==> src/rtl/pwm_pkg.sv <==
/*
 * Constants, register map, field positions, mode codes and carrier types
 * for the five-channel PWM generator with descriptor queue.
 * Assumes a byte-wide register port and a byte-wide DMA write stream.
 */
//
// Contract
// - Channel 0 mode from 4-bit mode code.
// - Channels 1-4 are continuous only.
// - Continuous frames repeat; disable drops output now.
// - Continuous: new compare/period at next frame.
// - Frame end sets flag; mask gates interrupt.
// - Counting mode emits group-count frames.
// - Counting group end disables, sets group flag.
// - IR mode repeats groups, flags frames, groups.
// - IR mode: new values at next group.
// - IR to counting finishes group, then stops.
// - IR mode disable drops output immediately.
// - Descriptor low fourteen bits: frame count.
// - Descriptor bit 14 picks alternate compare/period.
// - Descriptor bit 15: carrier or low.
// - Descriptor bytes pushed through entry window.
// - Eight-byte queue; status shows empty, full, count.
// - Descriptors play in order; appends allowed.
// - Queue drained: disable, stop flag, interrupt.
// - Flush bit discards queued descriptors.
// - Mode 1111 fills queue from DMA.
// - DMA start sets channel 0 enable.
// - Frame high until compare, low until period.
// - Enable bits: 4:1 main, 0 channel zero.
// - Tick rate is clock over divider plus one.

package pwm_pkg;

	// ****************************************************************
	// Register map
	// ****************************************************************
	localparam logic [11:0] ADDR_EN_MAIN = 12'h780;
	localparam logic [11:0] ADDR_EN_CH0 = 12'h781;
	localparam logic [11:0] ADDR_CLKDIV = 12'h782;
	localparam logic [11:0] ADDR_MODE = 12'h783;
	localparam logic [11:0] ADDR_CMP_BASE = 12'h794;
	localparam logic [11:0] ADDR_PER_BASE = 12'h796;
	localparam logic [11:0] CH_STRIDE = 12'h004;
	localparam logic [11:0] ADDR_GROUP_LO = 12'h7AC;
	localparam logic [11:0] ADDR_GROUP_HI = 12'h7AD;
	localparam logic [11:0] ADDR_MASK_MAIN = 12'h7B0;
	localparam logic [11:0] ADDR_FLAGS_MAIN = 12'h7B1;
	localparam logic [11:0] ADDR_MASK_FIFO = 12'h7B2;
	localparam logic [11:0] ADDR_FLAGS_FIFO = 12'h7B3;
	localparam logic [11:0] ADDR_ALT_CMP_LO = 12'h7C4;
	localparam logic [11:0] ADDR_ALT_CMP_HI = 12'h7C5;
	localparam logic [11:0] ADDR_ALT_PER_LO = 12'h7C6;
	localparam logic [11:0] ADDR_ALT_PER_HI = 12'h7C7;
	localparam logic [11:0] ADDR_WINDOW_FIRST = 12'h7C8;
	localparam logic [11:0] ADDR_WINDOW_LAST = 12'h7CB;
	localparam logic [11:0] ADDR_QUEUE_STATUS = 12'h7CD;
	localparam logic [11:0] ADDR_QUEUE_FLUSH = 12'h7CE;

	// ****************************************************************
	// Fields, codes and reset values
	// ****************************************************************
	localparam int NUM_CH = 5;
	localparam int FLAG_GROUP_BIT = 0;
	localparam int FLAG_FRAME_BASE = 2;
	localparam int FLAG_STOP_BIT = 0;
	localparam int FLUSH_BIT = 0;
	localparam int EN0_BIT = 0;
	localparam int DESC_COUNT_MSB = 13;
	localparam int DESC_ALT_BIT = 14;
	localparam int DESC_CARRIER_BIT = 15;
	localparam int QSTAT_EMPTY_BIT = 4;
	localparam int QSTAT_FULL_BIT = 5;
	localparam int QUEUE_BYTES = 8;
	localparam int DESC_BYTES = 2;

	localparam logic [3:0] MODE_COUNTING = 4'h1;
	localparam logic [3:0] MODE_IR = 4'h3;
	localparam logic [3:0] MODE_IR_FIFO = 4'h7;
	localparam logic [3:0] MODE_IR_DMA_FIFO = 4'hF;

	localparam logic [15:0] ALT_CMP_RESET = 16'h5555;
	localparam logic [15:0] ALT_PER_RESET = 16'h0000;
	localparam logic [15:0] CMP_RESET = 16'h0000;
	localparam logic [15:0] PER_RESET = 16'h0000;
	localparam logic [7:0] BYTE_RESET = 8'h00;

	// ****************************************************************
	// Carrier types and channel 0 states
	// ****************************************************************
	typedef struct packed {
		logic [11:0] addr;
		logic [7:0] wdata;
		logic wr;
		logic rd;
	} bus_req_t;

	typedef struct packed {
		logic valid;
		logic [7:0] data;
	} dma_byte_t;

	typedef enum logic [1:0] {
		C0_IDLE = 2'b01,
		C0_RUN = 2'b10
	} ch0_state_t;

endpackage

==> src/rtl/pwm_modes_ir_fifo.sv <==
/*
 * Five-channel PWM generator; channel 0 adds counting, IR, IR queue and
 * DMA-fed IR queue modes driven by 16-bit burst descriptors.
 * Assumes synchronous inputs on clk, a byte-wide register port with read
 * data one cycle after the read strobe, and a DMA source that stops
 * offering bytes while dma_ready is low.
 */
// Design decision made here: the plain strobed port.
`timescale 1ns/100ps

module pwm_modes_ir_fifo #(
	parameter int QUEUE_BYTES = pwm_pkg::QUEUE_BYTES
) (
	input wire logic clk,
	input wire logic reset_n,
	input wire pwm_pkg::bus_req_t bus,
	output logic [7:0] rdata,
	input wire pwm_pkg::dma_byte_t dma,
	output logic dma_ready,
	input wire logic dma_start,
	output logic [4:0] pwm_out,
	output logic irq
);

	// ****************************************************************
	// State
	// ****************************************************************
	localparam int PW = $clog2(QUEUE_BYTES);
	localparam int CW = PW + 1;
	localparam logic [CW-1:0] Q_FULL = CW'(QUEUE_BYTES);
	localparam logic [CW-1:0] Q_DESC = CW'(pwm_pkg::DESC_BYTES);

	typedef struct packed {
		logic [4:0] en;
		logic [7:0] clkdiv;
		logic [7:0] mode;
		logic [4:0][15:0] cmp;
		logic [4:0][15:0] per;
		logic [15:0] pnum;
		logic [7:0] mask0;
		logic [7:0] flags0;
		logic [7:0] mask1;
		logic [7:0] flags1;
		logic [15:0] acmp;
		logic [15:0] aper;
		logic [QUEUE_BYTES-1:0][7:0] mem;
		logic [PW-1:0] wptr;
		logic [PW-1:0] rptr;
		logic [CW-1:0] qcount;
		logic [7:0] div_cnt;
		logic tick;
		logic [4:0] started;
		logic [4:0][15:0] cnt;
		logic [4:0][15:0] lcmp;
		logic [4:0][15:0] lper;
		logic [15:0] gleft;
		logic carrier;
		pwm_pkg::ch0_state_t c0;
		logic [7:0] rdata;
		logic [4:0] out;
	} state_t;

	state_t s_reg;
	state_t s_next;

	logic [3:0] mode_code;
	logic is_group;
	logic is_queue;
	logic q_full;
	logic q_has_desc;
	logic [15:0] desc;
	logic [PW-1:0] rptr_hi;
	logic q_empty;
	logic irq_main;
	logic irq_fifo;

	assign mode_code = s_reg.mode[3:0];
	// Any code outside the four listed ones falls back to continuous.
	assign is_group = (mode_code == pwm_pkg::MODE_COUNTING) ||
		(mode_code == pwm_pkg::MODE_IR);
	assign is_queue = (mode_code == pwm_pkg::MODE_IR_FIFO) ||
		(mode_code == pwm_pkg::MODE_IR_DMA_FIFO);
	assign q_full = (s_reg.qcount == Q_FULL);
	assign q_has_desc = (s_reg.qcount >= Q_DESC);
	assign q_empty = (s_reg.qcount == '0);
	assign rptr_hi = s_reg.rptr + PW'(1);
	assign desc = {s_reg.mem[rptr_hi], s_reg.mem[s_reg.rptr]};
	// DMA is held off while the queue is full, so no DMA byte is lost.
	assign dma_ready = !q_full &&
		(mode_code == pwm_pkg::MODE_IR_DMA_FIFO);

	// ****************************************************************
	// Next state
	// ****************************************************************
	always_comb begin
		logic [7:0] fset0;
		logic [7:0] fset1;
		logic [7:0] clr0;
		logic [7:0] clr1;
		logic push;
		logic [7:0] push_byte;
		logic pop;
		logic load_primary;
		logic flush;
		logic [11:0] ch_off;
		s_next = s_reg;
		fset0 = 8'h00;
		fset1 = 8'h00;
		clr0 = 8'h00;
		clr1 = 8'h00;
		push = 1'b0;
		push_byte = 8'h00;
		pop = 1'b0;
		load_primary = 1'b0;
		flush = 1'b0;
		ch_off = 12'h000;

		// Divider: one tick every clkdiv+1 clocks.
		// The divider runs free, so a new frame may wait up to clkdiv clocks.
		s_next.tick = 1'b0;
		if (s_reg.div_cnt >= s_reg.clkdiv) begin
			s_next.div_cnt = 8'h00;
			s_next.tick = 1'b1;
		end else begin
			s_next.div_cnt = s_reg.div_cnt + 8'h01;
		end

		// Register writes.
		if (bus.wr) begin
			case (bus.addr)
				pwm_pkg::ADDR_EN_MAIN: s_next.en[4:1] = bus.wdata[4:1];
				pwm_pkg::ADDR_EN_CH0: s_next.en[0] = bus.wdata[pwm_pkg::EN0_BIT];
				pwm_pkg::ADDR_CLKDIV: s_next.clkdiv = bus.wdata;
				pwm_pkg::ADDR_MODE: s_next.mode = bus.wdata;
				pwm_pkg::ADDR_GROUP_LO: s_next.pnum[7:0] = bus.wdata;
				pwm_pkg::ADDR_GROUP_HI: s_next.pnum[15:8] = bus.wdata;
				pwm_pkg::ADDR_MASK_MAIN: s_next.mask0 = bus.wdata;
				pwm_pkg::ADDR_FLAGS_MAIN: clr0 = bus.wdata;
				pwm_pkg::ADDR_MASK_FIFO: s_next.mask1 = bus.wdata;
				pwm_pkg::ADDR_FLAGS_FIFO: clr1 = bus.wdata;
				pwm_pkg::ADDR_ALT_CMP_LO: s_next.acmp[7:0] = bus.wdata;
				pwm_pkg::ADDR_ALT_CMP_HI: s_next.acmp[15:8] = bus.wdata;
				pwm_pkg::ADDR_ALT_PER_LO: s_next.aper[7:0] = bus.wdata;
				pwm_pkg::ADDR_ALT_PER_HI: s_next.aper[15:8] = bus.wdata;
				pwm_pkg::ADDR_QUEUE_FLUSH: flush = bus.wdata[pwm_pkg::FLUSH_BIT];
				default: ;
			endcase
			for (int ch = 0; ch < pwm_pkg::NUM_CH; ch++) begin
				ch_off = pwm_pkg::CH_STRIDE * 12'(ch);
				if (bus.addr == pwm_pkg::ADDR_CMP_BASE + ch_off)
					s_next.cmp[ch][7:0] = bus.wdata;
				if (bus.addr == pwm_pkg::ADDR_CMP_BASE + ch_off + 12'h001)
					s_next.cmp[ch][15:8] = bus.wdata;
				if (bus.addr == pwm_pkg::ADDR_PER_BASE + ch_off)
					s_next.per[ch][7:0] = bus.wdata;
				if (bus.addr == pwm_pkg::ADDR_PER_BASE + ch_off + 12'h001)
					s_next.per[ch][15:8] = bus.wdata;
			end
			// Each window byte is one queue byte, so byte, half-word and
			// word sequences in ascending order all land low byte first.
			if (bus.addr >= pwm_pkg::ADDR_WINDOW_FIRST &&
				bus.addr <= pwm_pkg::ADDR_WINDOW_LAST &&
				mode_code != pwm_pkg::MODE_IR_DMA_FIFO) begin
				push = 1'b1;
				push_byte = bus.wdata;
			end
		end
		if (dma.valid && mode_code == pwm_pkg::MODE_IR_DMA_FIFO) begin
			push = 1'b1;
			push_byte = dma.data;
		end
		if (dma_start && mode_code == pwm_pkg::MODE_IR_DMA_FIFO)
			s_next.en[0] = 1'b1;

		// Channels 1-4: continuous only.
		// A disabled channel drops its frame, so enabling starts a fresh one.
		for (int ch = 1; ch < pwm_pkg::NUM_CH; ch++) begin
			if (!s_reg.en[ch]) begin
				s_next.started[ch] = 1'b0;
				s_next.cnt[ch] = 16'h0000;
			end else if (s_reg.tick) begin
				if (!s_reg.started[ch]) begin
					s_next.started[ch] = 1'b1;
					s_next.cnt[ch] = 16'h0000;
					s_next.lcmp[ch] = s_reg.cmp[ch];
					s_next.lper[ch] = s_reg.per[ch];
				end else if (s_reg.cnt[ch] + 16'h0001 >= s_reg.lper[ch]) begin
					fset0[pwm_pkg::FLAG_FRAME_BASE + ch] = 1'b1;
					s_next.cnt[ch] = 16'h0000;
					s_next.lcmp[ch] = s_reg.cmp[ch];
					s_next.lper[ch] = s_reg.per[ch];
				end else begin
					s_next.cnt[ch] = s_reg.cnt[ch] + 16'h0001;
				end
			end
		end

		// Channel 0 sequencer.
		case (s_reg.c0)
			pwm_pkg::C0_IDLE: begin
				s_next.started[0] = 1'b0;
				if (s_reg.en[0] && s_reg.tick) begin
					s_next.cnt[0] = 16'h0000;
					// Too few queued bytes for a descriptor stops the channel.
					if (is_queue) begin
						if (q_has_desc) begin
							pop = 1'b1;
							s_next.started[0] = 1'b1;
							s_next.c0 = pwm_pkg::C0_RUN;
						end else begin
							s_next.en[0] = 1'b0;
							fset1[pwm_pkg::FLAG_STOP_BIT] = 1'b1;
						end
					end else begin
						load_primary = 1'b1;
						s_next.started[0] = 1'b1;
						s_next.c0 = pwm_pkg::C0_RUN;
					end
				end
			end
			pwm_pkg::C0_RUN: begin
				if (!s_reg.en[0]) begin
					s_next.c0 = pwm_pkg::C0_IDLE;
					s_next.started[0] = 1'b0;
				end else if (s_reg.tick) begin
					if (s_reg.cnt[0] + 16'h0001 >= s_reg.lper[0]) begin
						fset0[pwm_pkg::FLAG_FRAME_BASE] = 1'b1;
						s_next.cnt[0] = 16'h0000;
						if (!is_group && !is_queue) begin
							load_primary = 1'b1;
						end else if (s_reg.gleft > 16'h0001) begin
							s_next.gleft = s_reg.gleft - 16'h0001;
						end else if (is_group) begin
							// The mode is read at group end, so a switch
							// from IR to counting ends the group cleanly.
							fset0[pwm_pkg::FLAG_GROUP_BIT] = 1'b1;
							if (mode_code == pwm_pkg::MODE_COUNTING) begin
								s_next.en[0] = 1'b0;
								s_next.started[0] = 1'b0;
								s_next.c0 = pwm_pkg::C0_IDLE;
							end else begin
								load_primary = 1'b1;
							end
						end else if (q_has_desc) begin
							pop = 1'b1;
						end else begin
							s_next.en[0] = 1'b0;
							fset1[pwm_pkg::FLAG_STOP_BIT] = 1'b1;
							s_next.started[0] = 1'b0;
							s_next.c0 = pwm_pkg::C0_IDLE;
						end
					end else begin
						s_next.cnt[0] = s_reg.cnt[0] + 16'h0001;
					end
				end
			end
			default: begin
				s_next.c0 = pwm_pkg::C0_IDLE;
				s_next.started[0] = 1'b0;
			end
		endcase

		// Group or frame parameters taken from the primary registers.
		if (load_primary) begin
			s_next.lcmp[0] = s_reg.cmp[0];
			s_next.lper[0] = s_reg.per[0];
			s_next.gleft = s_reg.pnum;
			s_next.carrier = 1'b1;
		end
		// A zero frame count still plays one frame, since the group ends
		// on the frame that leaves one or fewer remaining.
		if (pop) begin
			s_next.gleft = {2'b00, desc[pwm_pkg::DESC_COUNT_MSB:0]};
			s_next.lcmp[0] = desc[pwm_pkg::DESC_ALT_BIT] ?
				s_reg.acmp : s_reg.cmp[0];
			s_next.lper[0] = desc[pwm_pkg::DESC_ALT_BIT] ?
				s_reg.aper : s_reg.per[0];
			s_next.carrier = desc[pwm_pkg::DESC_CARRIER_BIT];
		end

		// Queue pointers; a push into a full queue is dropped.
		// A lone byte waits in the queue for its partner, since a
		// descriptor is popped only when both of its bytes are present.
		if (push && q_full)
			push = 1'b0;
		if (push)
			s_next.mem[s_reg.wptr] = push_byte;
		s_next.wptr = s_reg.wptr + PW'(push);
		s_next.rptr = s_reg.rptr + (pop ? PW'(pwm_pkg::DESC_BYTES) : PW'(0));
		s_next.qcount = s_reg.qcount + CW'(push) - (pop ? Q_DESC : CW'(0));
		// Flushing mid-transmission is not supported; it simply wins.
		if (flush) begin
			s_next.wptr = '0;
			s_next.rptr = '0;
			s_next.qcount = '0;
		end

		// Sticky flags: a new event beats a same-cycle clear.
		s_next.flags0 = (s_reg.flags0 & ~clr0) | fset0;
		s_next.flags1 = (s_reg.flags1 & ~clr1) | fset1;

		// Outputs high in the count phase, low in the remaining phase.
		// They come from the next state, so a pin moves with its counter.
		for (int ch = 0; ch < pwm_pkg::NUM_CH; ch++) begin
			s_next.out[ch] = s_next.started[ch] &&
				(s_next.cnt[ch] < s_next.lcmp[ch]);
		end
		s_next.out[0] = s_next.out[0] && s_next.carrier;

		// Read data, valid only in the cycle after the strobe.
		s_next.rdata = 8'h00;
		if (bus.rd) begin
			case (bus.addr)
				pwm_pkg::ADDR_EN_MAIN: s_next.rdata = {3'b000, s_reg.en[4:1], 1'b0};
				pwm_pkg::ADDR_EN_CH0: s_next.rdata = {7'h00, s_reg.en[0]};
				pwm_pkg::ADDR_CLKDIV: s_next.rdata = s_reg.clkdiv;
				pwm_pkg::ADDR_MODE: s_next.rdata = s_reg.mode;
				pwm_pkg::ADDR_GROUP_LO: s_next.rdata = s_reg.pnum[7:0];
				pwm_pkg::ADDR_GROUP_HI: s_next.rdata = s_reg.pnum[15:8];
				pwm_pkg::ADDR_MASK_MAIN: s_next.rdata = s_reg.mask0;
				pwm_pkg::ADDR_FLAGS_MAIN: s_next.rdata = s_reg.flags0;
				pwm_pkg::ADDR_MASK_FIFO: s_next.rdata = s_reg.mask1;
				pwm_pkg::ADDR_FLAGS_FIFO: s_next.rdata = s_reg.flags1;
				pwm_pkg::ADDR_ALT_CMP_LO: s_next.rdata = s_reg.acmp[7:0];
				pwm_pkg::ADDR_ALT_CMP_HI: s_next.rdata = s_reg.acmp[15:8];
				pwm_pkg::ADDR_ALT_PER_LO: s_next.rdata = s_reg.aper[7:0];
				pwm_pkg::ADDR_ALT_PER_HI: s_next.rdata = s_reg.aper[15:8];
				pwm_pkg::ADDR_QUEUE_STATUS: begin
					s_next.rdata = 8'h00;
					s_next.rdata[3:0] = 4'(s_reg.qcount);
					s_next.rdata[pwm_pkg::QSTAT_EMPTY_BIT] = q_empty;
					s_next.rdata[pwm_pkg::QSTAT_FULL_BIT] = q_full;
				end
				default: s_next.rdata = 8'h00;
			endcase
			for (int ch = 0; ch < pwm_pkg::NUM_CH; ch++) begin
				ch_off = pwm_pkg::CH_STRIDE * 12'(ch);
				if (bus.addr == pwm_pkg::ADDR_CMP_BASE + ch_off)
					s_next.rdata = s_reg.cmp[ch][7:0];
				if (bus.addr == pwm_pkg::ADDR_CMP_BASE + ch_off + 12'h001)
					s_next.rdata = s_reg.cmp[ch][15:8];
				if (bus.addr == pwm_pkg::ADDR_PER_BASE + ch_off)
					s_next.rdata = s_reg.per[ch][7:0];
				if (bus.addr == pwm_pkg::ADDR_PER_BASE + ch_off + 12'h001)
					s_next.rdata = s_reg.per[ch][15:8];
			end
		end
	end

	// ****************************************************************
	// Registers
	// ****************************************************************
	always_ff @(posedge clk or negedge reset_n) begin
		if (!reset_n) begin
			s_reg <= '0;
			s_reg.cmp <= {pwm_pkg::NUM_CH{pwm_pkg::CMP_RESET}};
			s_reg.per <= {pwm_pkg::NUM_CH{pwm_pkg::PER_RESET}};
			s_reg.acmp <= pwm_pkg::ALT_CMP_RESET;
			s_reg.aper <= pwm_pkg::ALT_PER_RESET;
			s_reg.mode <= pwm_pkg::BYTE_RESET;
			s_reg.c0 <= pwm_pkg::C0_IDLE;
		end else begin
			s_reg <= s_next;
		end
	end

	assign rdata = s_reg.rdata;
	assign pwm_out = s_reg.out;
	// Interrupt mirrors flags through masks; the chip-level enable is outside.
	assign irq_main = |(s_reg.flags0 & s_reg.mask0);
	assign irq_fifo = |(s_reg.flags1 & s_reg.mask1);
	assign irq = irq_main || irq_fifo;

endmodule // pwm_modes_ir_fifo

==> config.mk <==
export PLATFORM = sky130hd
export DESIGN_NAME = pwm_modes_ir_fifo
export DESIGN_NICKNAME = d
export VERILOG_FILES = /design/src/rtl/pwm_pkg.sv /design/src/rtl/pwm_modes_ir_fifo.sv
export SDC_FILE = /design/constraint.sdc
export NUM_CORES = 1
export LEC_CHECK = 0
export BUFFER_PORTS_ARGS = -buffer_cell sky130_fd_sc_hd__buf_2
export CORE_UTILIZATION = 50
export CTS_CLUSTER_DIAMETER = 60
export DETAILED_ROUTE_END_ITERATION = 8
export PLACE_DENSITY = 0.71
export SLEW_MARGIN = 10
export SYNTH_ARGS = -nofsm -noshare
export SYNTH_HDL_FRONTEND = slang
export SYNTH_SLANG_ARGS = --single-unit
==> constraint.sdc <==
create_clock -name clk -period 16.98 [get_ports clk]
set_clock_uncertainty 0.15 [all_clocks]
set_input_delay 0.849 -clock clk [delete_from_list [all_inputs] [get_ports clk]]
set_output_delay 0.849 -clock clk [all_outputs]
set_load 0.05 [all_outputs]
== Word-level counts from Yosys, hierarchy flattened ==
Index checks and enable logic that the tools add are counted.

* Add/subtract/negate cells: 12
* Magnitude comparators: 19
* Eq/ne operators: 57
* Mux-type cells: 231
* Bitwise gates (word level): 8
* Reductions and logical operators: 67

{| class="wikitable"
|+ Operators by type and width
! operator !! count
|-
| $mux 16 || 54
|-
| $mux 8 || 57
|-
| $eq 12x11->1 const B || 36
|-
| $mux 201 || 1
|-
| $pmux 8 s15 || 1
|-
| $mux 1 || 91
|-
| $add 16x1->16 const B || 5
|-
| $ge 16x16->1 || 5
|-
| $lt 16x16->1 || 5
|-
| $mux 33 || 2
|-
| $bwmux 64 || 1
|-
| $reduce_and 2->1 || 31
|-
| $bmux 8 s3 || 2
|-
| $and 8x8->8 || 4
|-
| $pmux 16 s2 || 1
|-
| $mux 2 || 13
|-
| $demux 8 s3 || 1
|-
| $gt 16x1->1 const B || 1
|-
| $not 8->8 || 2
|-
| $reduce_or 8->1 || 2
|-
| $sub 16x1->16 const B || 1
|-
| $logic_and 1x1->1 || 15
|-
| $ne 3x3->1 const B || 5
|-
| $reduce_bool 3->1 || 5
|-
| other kinds (34) || 53
|}

* Bits in registers: 621
* Input port bits: 34
* Output and inout bits: 15
* Word-level logic and storage cells: 462

== Depth between registers and ports, before layout ==
Gate-level depths: netlist of run 1.

* Depth in word-level cells: 23
* Depth in mapped cells: 29
* Mapped depth without buffers: 27

== Worst setup path before layout of run 1 ==
No wires, ideal clock.

* Path kind: reg2reg
* Start: register s_reg[194] in the netlist's numbering
* End: register s_reg, in the netlist pwm_out[0]
* Setup time: 0.111 ns
* Data arrival time: 5.409 ns
* Required time: 16.719 ns
* Path slack: 11.310 ns
* Stages on the path, launching flop included: 30
* Period minus slack after synthesis: 5.670 ns
* Cells stage by stage: dfrtp_1 > clkbuf_1 > and3_1 > and3_1 > and3_1 > and3_1 > and3_1 > nand3_1 > xnor2_1 > ha_1 > and4_1 > nand3_1 > o211ai_1 > a31oi_4 > nand2b_4 > buf_6 > nand2_4 > buf_4 > o21a_1 > inv_1 > ha_1 > a21o_1 > a21o_1 > a21o_1 > a21oi_1 > nor2b_1 > o211ai_1 > o2111ai_1 > a21o_1 > a2111oi_2

{| class="wikitable"
|+ RTL lines
! what !! line !! text
|-
| start: declaration || pwm_modes_ir_fifo.sv:63 || <nowiki>state_t s_reg;</nowiki>
|-
| start signal: assignment || pwm_modes_ir_fifo.sv:363 || <nowiki>s_reg <= s_next;</nowiki>
|}

==> run metrics, run 1 <==
outcome completed; post-CTS setup repair buffer count 0; vias in the first global route 24.3k; RSZ-0062 raised after global routing false; Util after Layout a little under three fifths; hold crit path type in2async; antenna viol nets, final 0; filler cell count in the final layout 5628; post-synthesis instance total about 3.2k; Leak around 18 nW; Yosys cell types between 80 and 90; fmax approximately 140 MHz; max cap viols 0; number of detailed-routing iterations run before antenna repair 7; Post-Layout Cell Count around 4.1k; final setup fails 0; GR Overflow Total 0; measured slew at the worst slew-check pin ~1200 ps; core area about 66000 um2; most frequent cells in the layout 610 x dfrtp_1, 290 x nand2_1, 262 x mux2_2, 236 x o21ai_0, 218 x nor2_1; max-slew violation count 0; Post-Syn Nets between 3k and 4k; CP Launch Type register; VDD IR-drop max ~0.056 mV; via count 25.2k; antenna violations before repair 8; GRT Total Usage a little over a quarter; CTS root buffer clkbuf_16; CTS tree built; Final nets about 3.4k; CP required 17330 ps; Clock Tree Buf Depth 3; Post-CTS Resized 0; # placed instances around 4.0k; DP HPWL between 60000 and 70000 um; Worst-path clk slew around 60 ps; register area share after synthesis between 40% and 50%; TNS Setup 0 ps; Tcrit/Tclk final about 43%; Via density 6.11; multi-input logic area 16200 um2; drt wl/cell 22.1 um; Die W between 200 and 300 um; largest net degree at the start of global routing 155; pwr/cell area around 88 nW/um2; final hold vios 0; layout cells sized above 1 between 10% and 20%; first-pass GRT wire length about 140000 um; Critical Path Fanout Max 45; synthesized area about 33000 um2; Post-synth top flop dfrtp_1; Area Growth Syn to Fin 10.4%; port bufs 48; Initial DRC Count 2385; worst path arrival time between 7000 and 8000 ps; Sink Count 620; FF/Latch Area between 15000 and 20000 um2; TritonCTS Buffers a little over 70; Ys Warns 0; WL final ~91000 um; die footprint between 60000 and 70000 um2; Hold Buf Count CTS 0; initial core utilization between 50% and 60%; clock latency on the worst-skew pair just over 600 ps; I/O Pins 49; Post-synth EDFFs 0; Syn Area/Cell around 10 um2; most common cell after layout, fill and taps aside dfrtp_1; share of flip-flops with an asynchronous set or reset 100%; num rows 94; drt drc 0; Hold Slack between 200 and 250 ps; shortest period the worst path allows 7290 ps; CP endpoint kind register; Max H-tree Level 3; Die Span Y between 200 and 300 um; WS Path Type reg2reg; Max-slew headroom 21.5%; max FFs per register ~600; synthesized flop and latch total between 600 and 700; gpl congestion just under 1
==> final cells by class <==
type	instances	share of cell area, %
repair buffers	83	1.44
multi-input cells	2237	44.3
clock buffers	98	5.55
well taps	864	2.95
diodes	2	0.0137
flip-flops and latches	620	42.4
inverters	194	1.99
clock inverters	28	1.28
==> metrics by stage <==
step	power [mW]	instance area (um2)	setup slack [ps]
2_1_floorplan	1.54	33200	11310
3_3_place_gp	1.60	34100	10000
3_5_place_dp	1.60	34100	9780
4_1_cts	3.23	36600	9760
5_1_grt	3.30	36600	9170
6_report	3.21	36600	9690
==> worst paths after layout <==
check | depth (start not counted) | start | endpoint | slack, ps
worst max-delay path | 27 | s_reg[194]$_DFF_PN0_ | pwm_out[0]$_DFF_PN0_ | 9690
worst min-delay path | 1 | reset_n | s_reg[260]$_DFF_PN0_ | 220
worst max register to register | 27 | s_reg[194]$_DFF_PN0_ | pwm_out[0]$_DFF_PN0_ | 9690
worst min register to register | 2 | s_reg[357]$_DFFE_PN0P_ | s_reg[357]$_DFFE_PN0P_ | 330
max in group asynchronous | 3 | reset_n | s_reg[308]$_DFFE_PN0P_ | 14110
min in group clk | 2 | s_reg[357]$_DFFE_PN0P_ | s_reg[357]$_DFFE_PN0P_ | 330
==> cell usage after synthesis, drive strengths merged, types with 18 or more instances <==
cell	instances	area, um2
nand2	292	1110
clkbuf	120	450
o22a	18	158
and3	55	344
ha	182	2280
a221oi	25	219
xnor2	36	315
a31oi	21	146
o22ai	37	231
mux2i	63	631
nor2b	51	319
buf	46	265
mux4	25	563
nor2	221	832
dfrtp	611	15300
xor2	49	429
nand4	22	138
nand3	92	460
a21oi	126	634
o21ai	251	1310
nand3b	21	158
o21a	18	135
a22oi	43	323
a21boi	50	375
inv	194	728
a21o	32	240
nor3	47	252
mux2	264	2970
==> cell families (layout without fill, tap and decap cells) <==
logic type / Yosys count / in the layout / share of synthesized area [%]
AND/OR/NAND/NOR: 894 / 894 / 13.0
AO/OA/AOI/OAI: 724 / 724 / 14.1
flip-flops: 620 / 620 / 46.8
buffers and inverters: 360 / 403 / 4.36
multiplexers: 352 / 352 / 12.6
adder cells (fa/ha/maj): 182 / 182 / 6.87
XOR/XNOR: 85 / 85 / 2.25
other: 0 / 2 / 0
==> routing by layer <==
metal / up-vias / part of all wire, % / global-route usage, %
met5: - / 0.058 / 0
met1: 12500 / 45 / 39.9
met4: 10 / 3.4 / 9.74
met3: 198 / 7.8 / 4.79
li1: 11500 / - / -
met2: 1023 / 44 / 40.8
==> critical path: stages (launching register included) <==
cell and delay, ps:
dfrtp_1 460, and3_1 200, and3_1 220, and3_1 270, and3_1 240, and3_1 250
xor2_1 200, ha_1 270, a21o_1 180, a21o_1 170, a21oi_1 140, o211ai_1 100
buf_4 210, a21oi_2 810, nand2_4 580, nand2_4 580, o21a_1 190, inv_1 50
ha_1 290, a21o_1 190, a21o_1 180, a21o_1 170, a21oi_1 150, nor2b_1 60
o211ai_1 160, o2111ai_1 130, a21o_1 180, a2111oi_2 330
==> report_power, final <==
part | leakage, nW | internal [mW] | switching (mW) | total [mW]
logic | 7.83 | 0.0163 | 0.0682 | 0.0845
clock network | 1.22 | 1.01 | 0.631 | 1.64
registers | 8.53 | 1.48 | 0.00531 | 1.49
Note: power is estimated with default switching activity, not from simulation.
==> run 2: changes to the inputs <==
==> constraint.sdc (replaced) <==
create_clock -name clk -period 7.35 [get_ports clk]
set_clock_uncertainty 0.15 [all_clocks]
set_input_delay 0.3675 -clock clk [delete_from_list [all_inputs] [get_ports clk]]
set_output_delay 0.3675 -clock clk [all_outputs]
set_load 0.05 [all_outputs]
==> run 2 against run 1 <==
Via count up 0.71%. Register-to-register slack worse by 9000 ps. Critical endpoint unchanged. Sequential power up 130%. Flip-flop and latch count unchanged. Largest power group unchanged. Critical path depth unchanged. Non-clock buffer count up 9. Highest routed layer unchanged.
==> run metrics, run 2 (synthesized netlist as in run 1, its figures left out) <==
outcome completed; Max H-tree Level 3 (unchanged); pwr/cell area 199 nW/um2 (+130%); most frequent cells in the layout 610 x dfrtp_1, 290 x nand2_1, 262 x mux2_2, 236 x o21ai_0, 218 x nor2_1; Worst setup startpoint s_reg[194]$_DFF_PN0_; Area Growth Syn to Fin 10.4% (about the same); post-CTS setup repair buffer count 0 (unchanged); worst r2r src s_reg[194]$_DFF_PN0_; met1 GRT Util 39.8% (-0.080 points); CTS root buffer clkbuf_16; max cap viols 0 (unchanged); TNS Setup 0 ps (unchanged); port bufs 48 (unchanged); gpl congestion 0.947 (-2.2%); met2 usage 40.7% (about the same); HP Start dma[6]; Max-slew headroom 24.6% (+3.0 points); final hold vios 0 (unchanged); Initial DRC Count 2729 (+14%); GRT Total Usage 27.5% (+0.11 points); WL final 91900 um (+0.90%); Sink Count 620 (unchanged); drt drc 0 (unchanged); most common cell after layout, fill and taps aside dfrtp_1; DP HPWL 64400 um (+1.4%); TritonCTS Buffers 70 (-1.4%); CP endpoint kind register; Tcrit/Tclk final 89.9% (+47 points); Placement Setup Slack 828 ps (-8950 ps); VDD IR-drop max 0.143 mV (+160%); antenna violations before repair 7 (-1); Util after Layout 55.8% (about the same); core area 65600 um2 (unchanged); worst path arrival time 6980 ps (-660 ps); measured slew at the worst slew-check pin 1120 ps (-45.3 ps); Top cell by count, worst path a21o_1; Clock Tree Buf Depth 3 (unchanged); r2r setup slk 740 ps (-8950 ps); initial core utilization 50.5% (unchanged); antenna viol nets, final 0 (unchanged); post-route setup slack 740 ps (-8950 ps); number of detailed-routing iterations run before antenna repair 6 (-1); FF-to-FF path depth 27 (unchanged); CP max stage delay 520 ps (-290 ps); Post-Layout Cell Count 4137 (+0.27%); GR Overflow Total 0 (unchanged); Final nets 3431 (+0.23%); # placed instances 4004 (+0.15%); die footprint 67300 um2 (unchanged); clock latency on the worst-skew pair 630 ps (+20 ps); drt wl/cell 22.2 um (+0.63%); max FFs per register 603 (unchanged); Leak 17.6 nW (about the same); gr busiest metal met2; shortest period the worst path allows 6610 ps (-676 ps); num rows 94 (unchanged); layout cells sized above 1 17.0% (+0.22 points); Placement Cell Area 34200 um2 (+0.21%); GR Util met3 5.08% (+0.28 points); Die W 260 um (unchanged); via count 25.4k (+0.71%); final setup fails 0 (unchanged); vias in the first global route 24.4k (+0.28%); Final Cell Area 36600 um2 (about the same); CP Launch Type register; CP required 7720 ps (-9610 ps); Critical-path top delay cell nand2_4; WS Path Type reg2reg; hold path depth 3; max-slew violation count 0 (unchanged); Critical Path Fanout Max 45 (unchanged); RSZ-0062 raised after global routing false; largest net degree at the start of global routing 138 (-11%); CTS tree built; Die Span Y 260 um (unchanged); fmax 151 MHz (+10%); Via density 6.13 (+0.44%); first-pass GRT wire length 143000 um (about the same); I/O Pins 49 (unchanged); Worst-path clk slew 60 ps (about the same); hold crit path type in2reg
## run 2: layout make-up
type	count	area, um2
tap	864	1080
fill	5617	29000
multi-input combinational	2237	16200
clock inverter	34	444
antenna	2	5.00
clock buffer	94	1950
sequential	620	15500
timing repair buffer	92	626
inverter	194	728
## run 2: routing by layer
metal / share of wire (%) / up-vias
met4: 3.5 / 8
met2: 44 / 1082
met3: 8.2 / 218
met1: 45 / 12600
li1: - / 11500
met5: 0.049 / -
## run 2: path summary, 6_finish.rpt
kind,to
min in group asynchronous,s_reg[262]$_DFF_PN0_
max in group asynchronous,s_reg[117]$_DFF_PN0_
min,s_reg[350]$_DFFE_PN0P_
max reg2reg,pwm_out[0]$_DFF_PN0_
max,pwm_out[0]$_DFF_PN0_
min reg2reg,s_reg[359]$_DFFE_PN0P_
## run 2: worst max-delay path, delay by kind of cell (launching register included)
family,cells,cell delay (ps)
adder cells (fa/ha/maj),2,540
XOR/XNOR,1,170
buffers and inverters,2,270
flip-flops,1,460
AND/OR/NAND/NOR,8,2200
AO/OA/AOI/OAI,14,2670
## run 2: repair_timing
action                                 CTS  global route
hold buffers                             3             0
gates resized for setup                  0             0
endpoints found under the hold margin   83             0
## run 2: stage by stage
stage | hold slack, ps | total power [mW]
CTS | 51.5 | 7.33
detailed placement | 262 | 3.69
finish | 96.6 | 7.28
global placement | 268 | 3.69
global route | 88.3 | 7.48
floorplan | -78.1 | 3.56
## run 2: power breakdown
group | total, mW | internal (mW) | switching, mW
Clock | 3.65 | 2.15 | 1.50
Combinational | 0.198 | 0.0400 | 0.158
Sequential | 3.44 | 3.42 | 0.0113
Total | 7.28 | 5.61 | 1.67
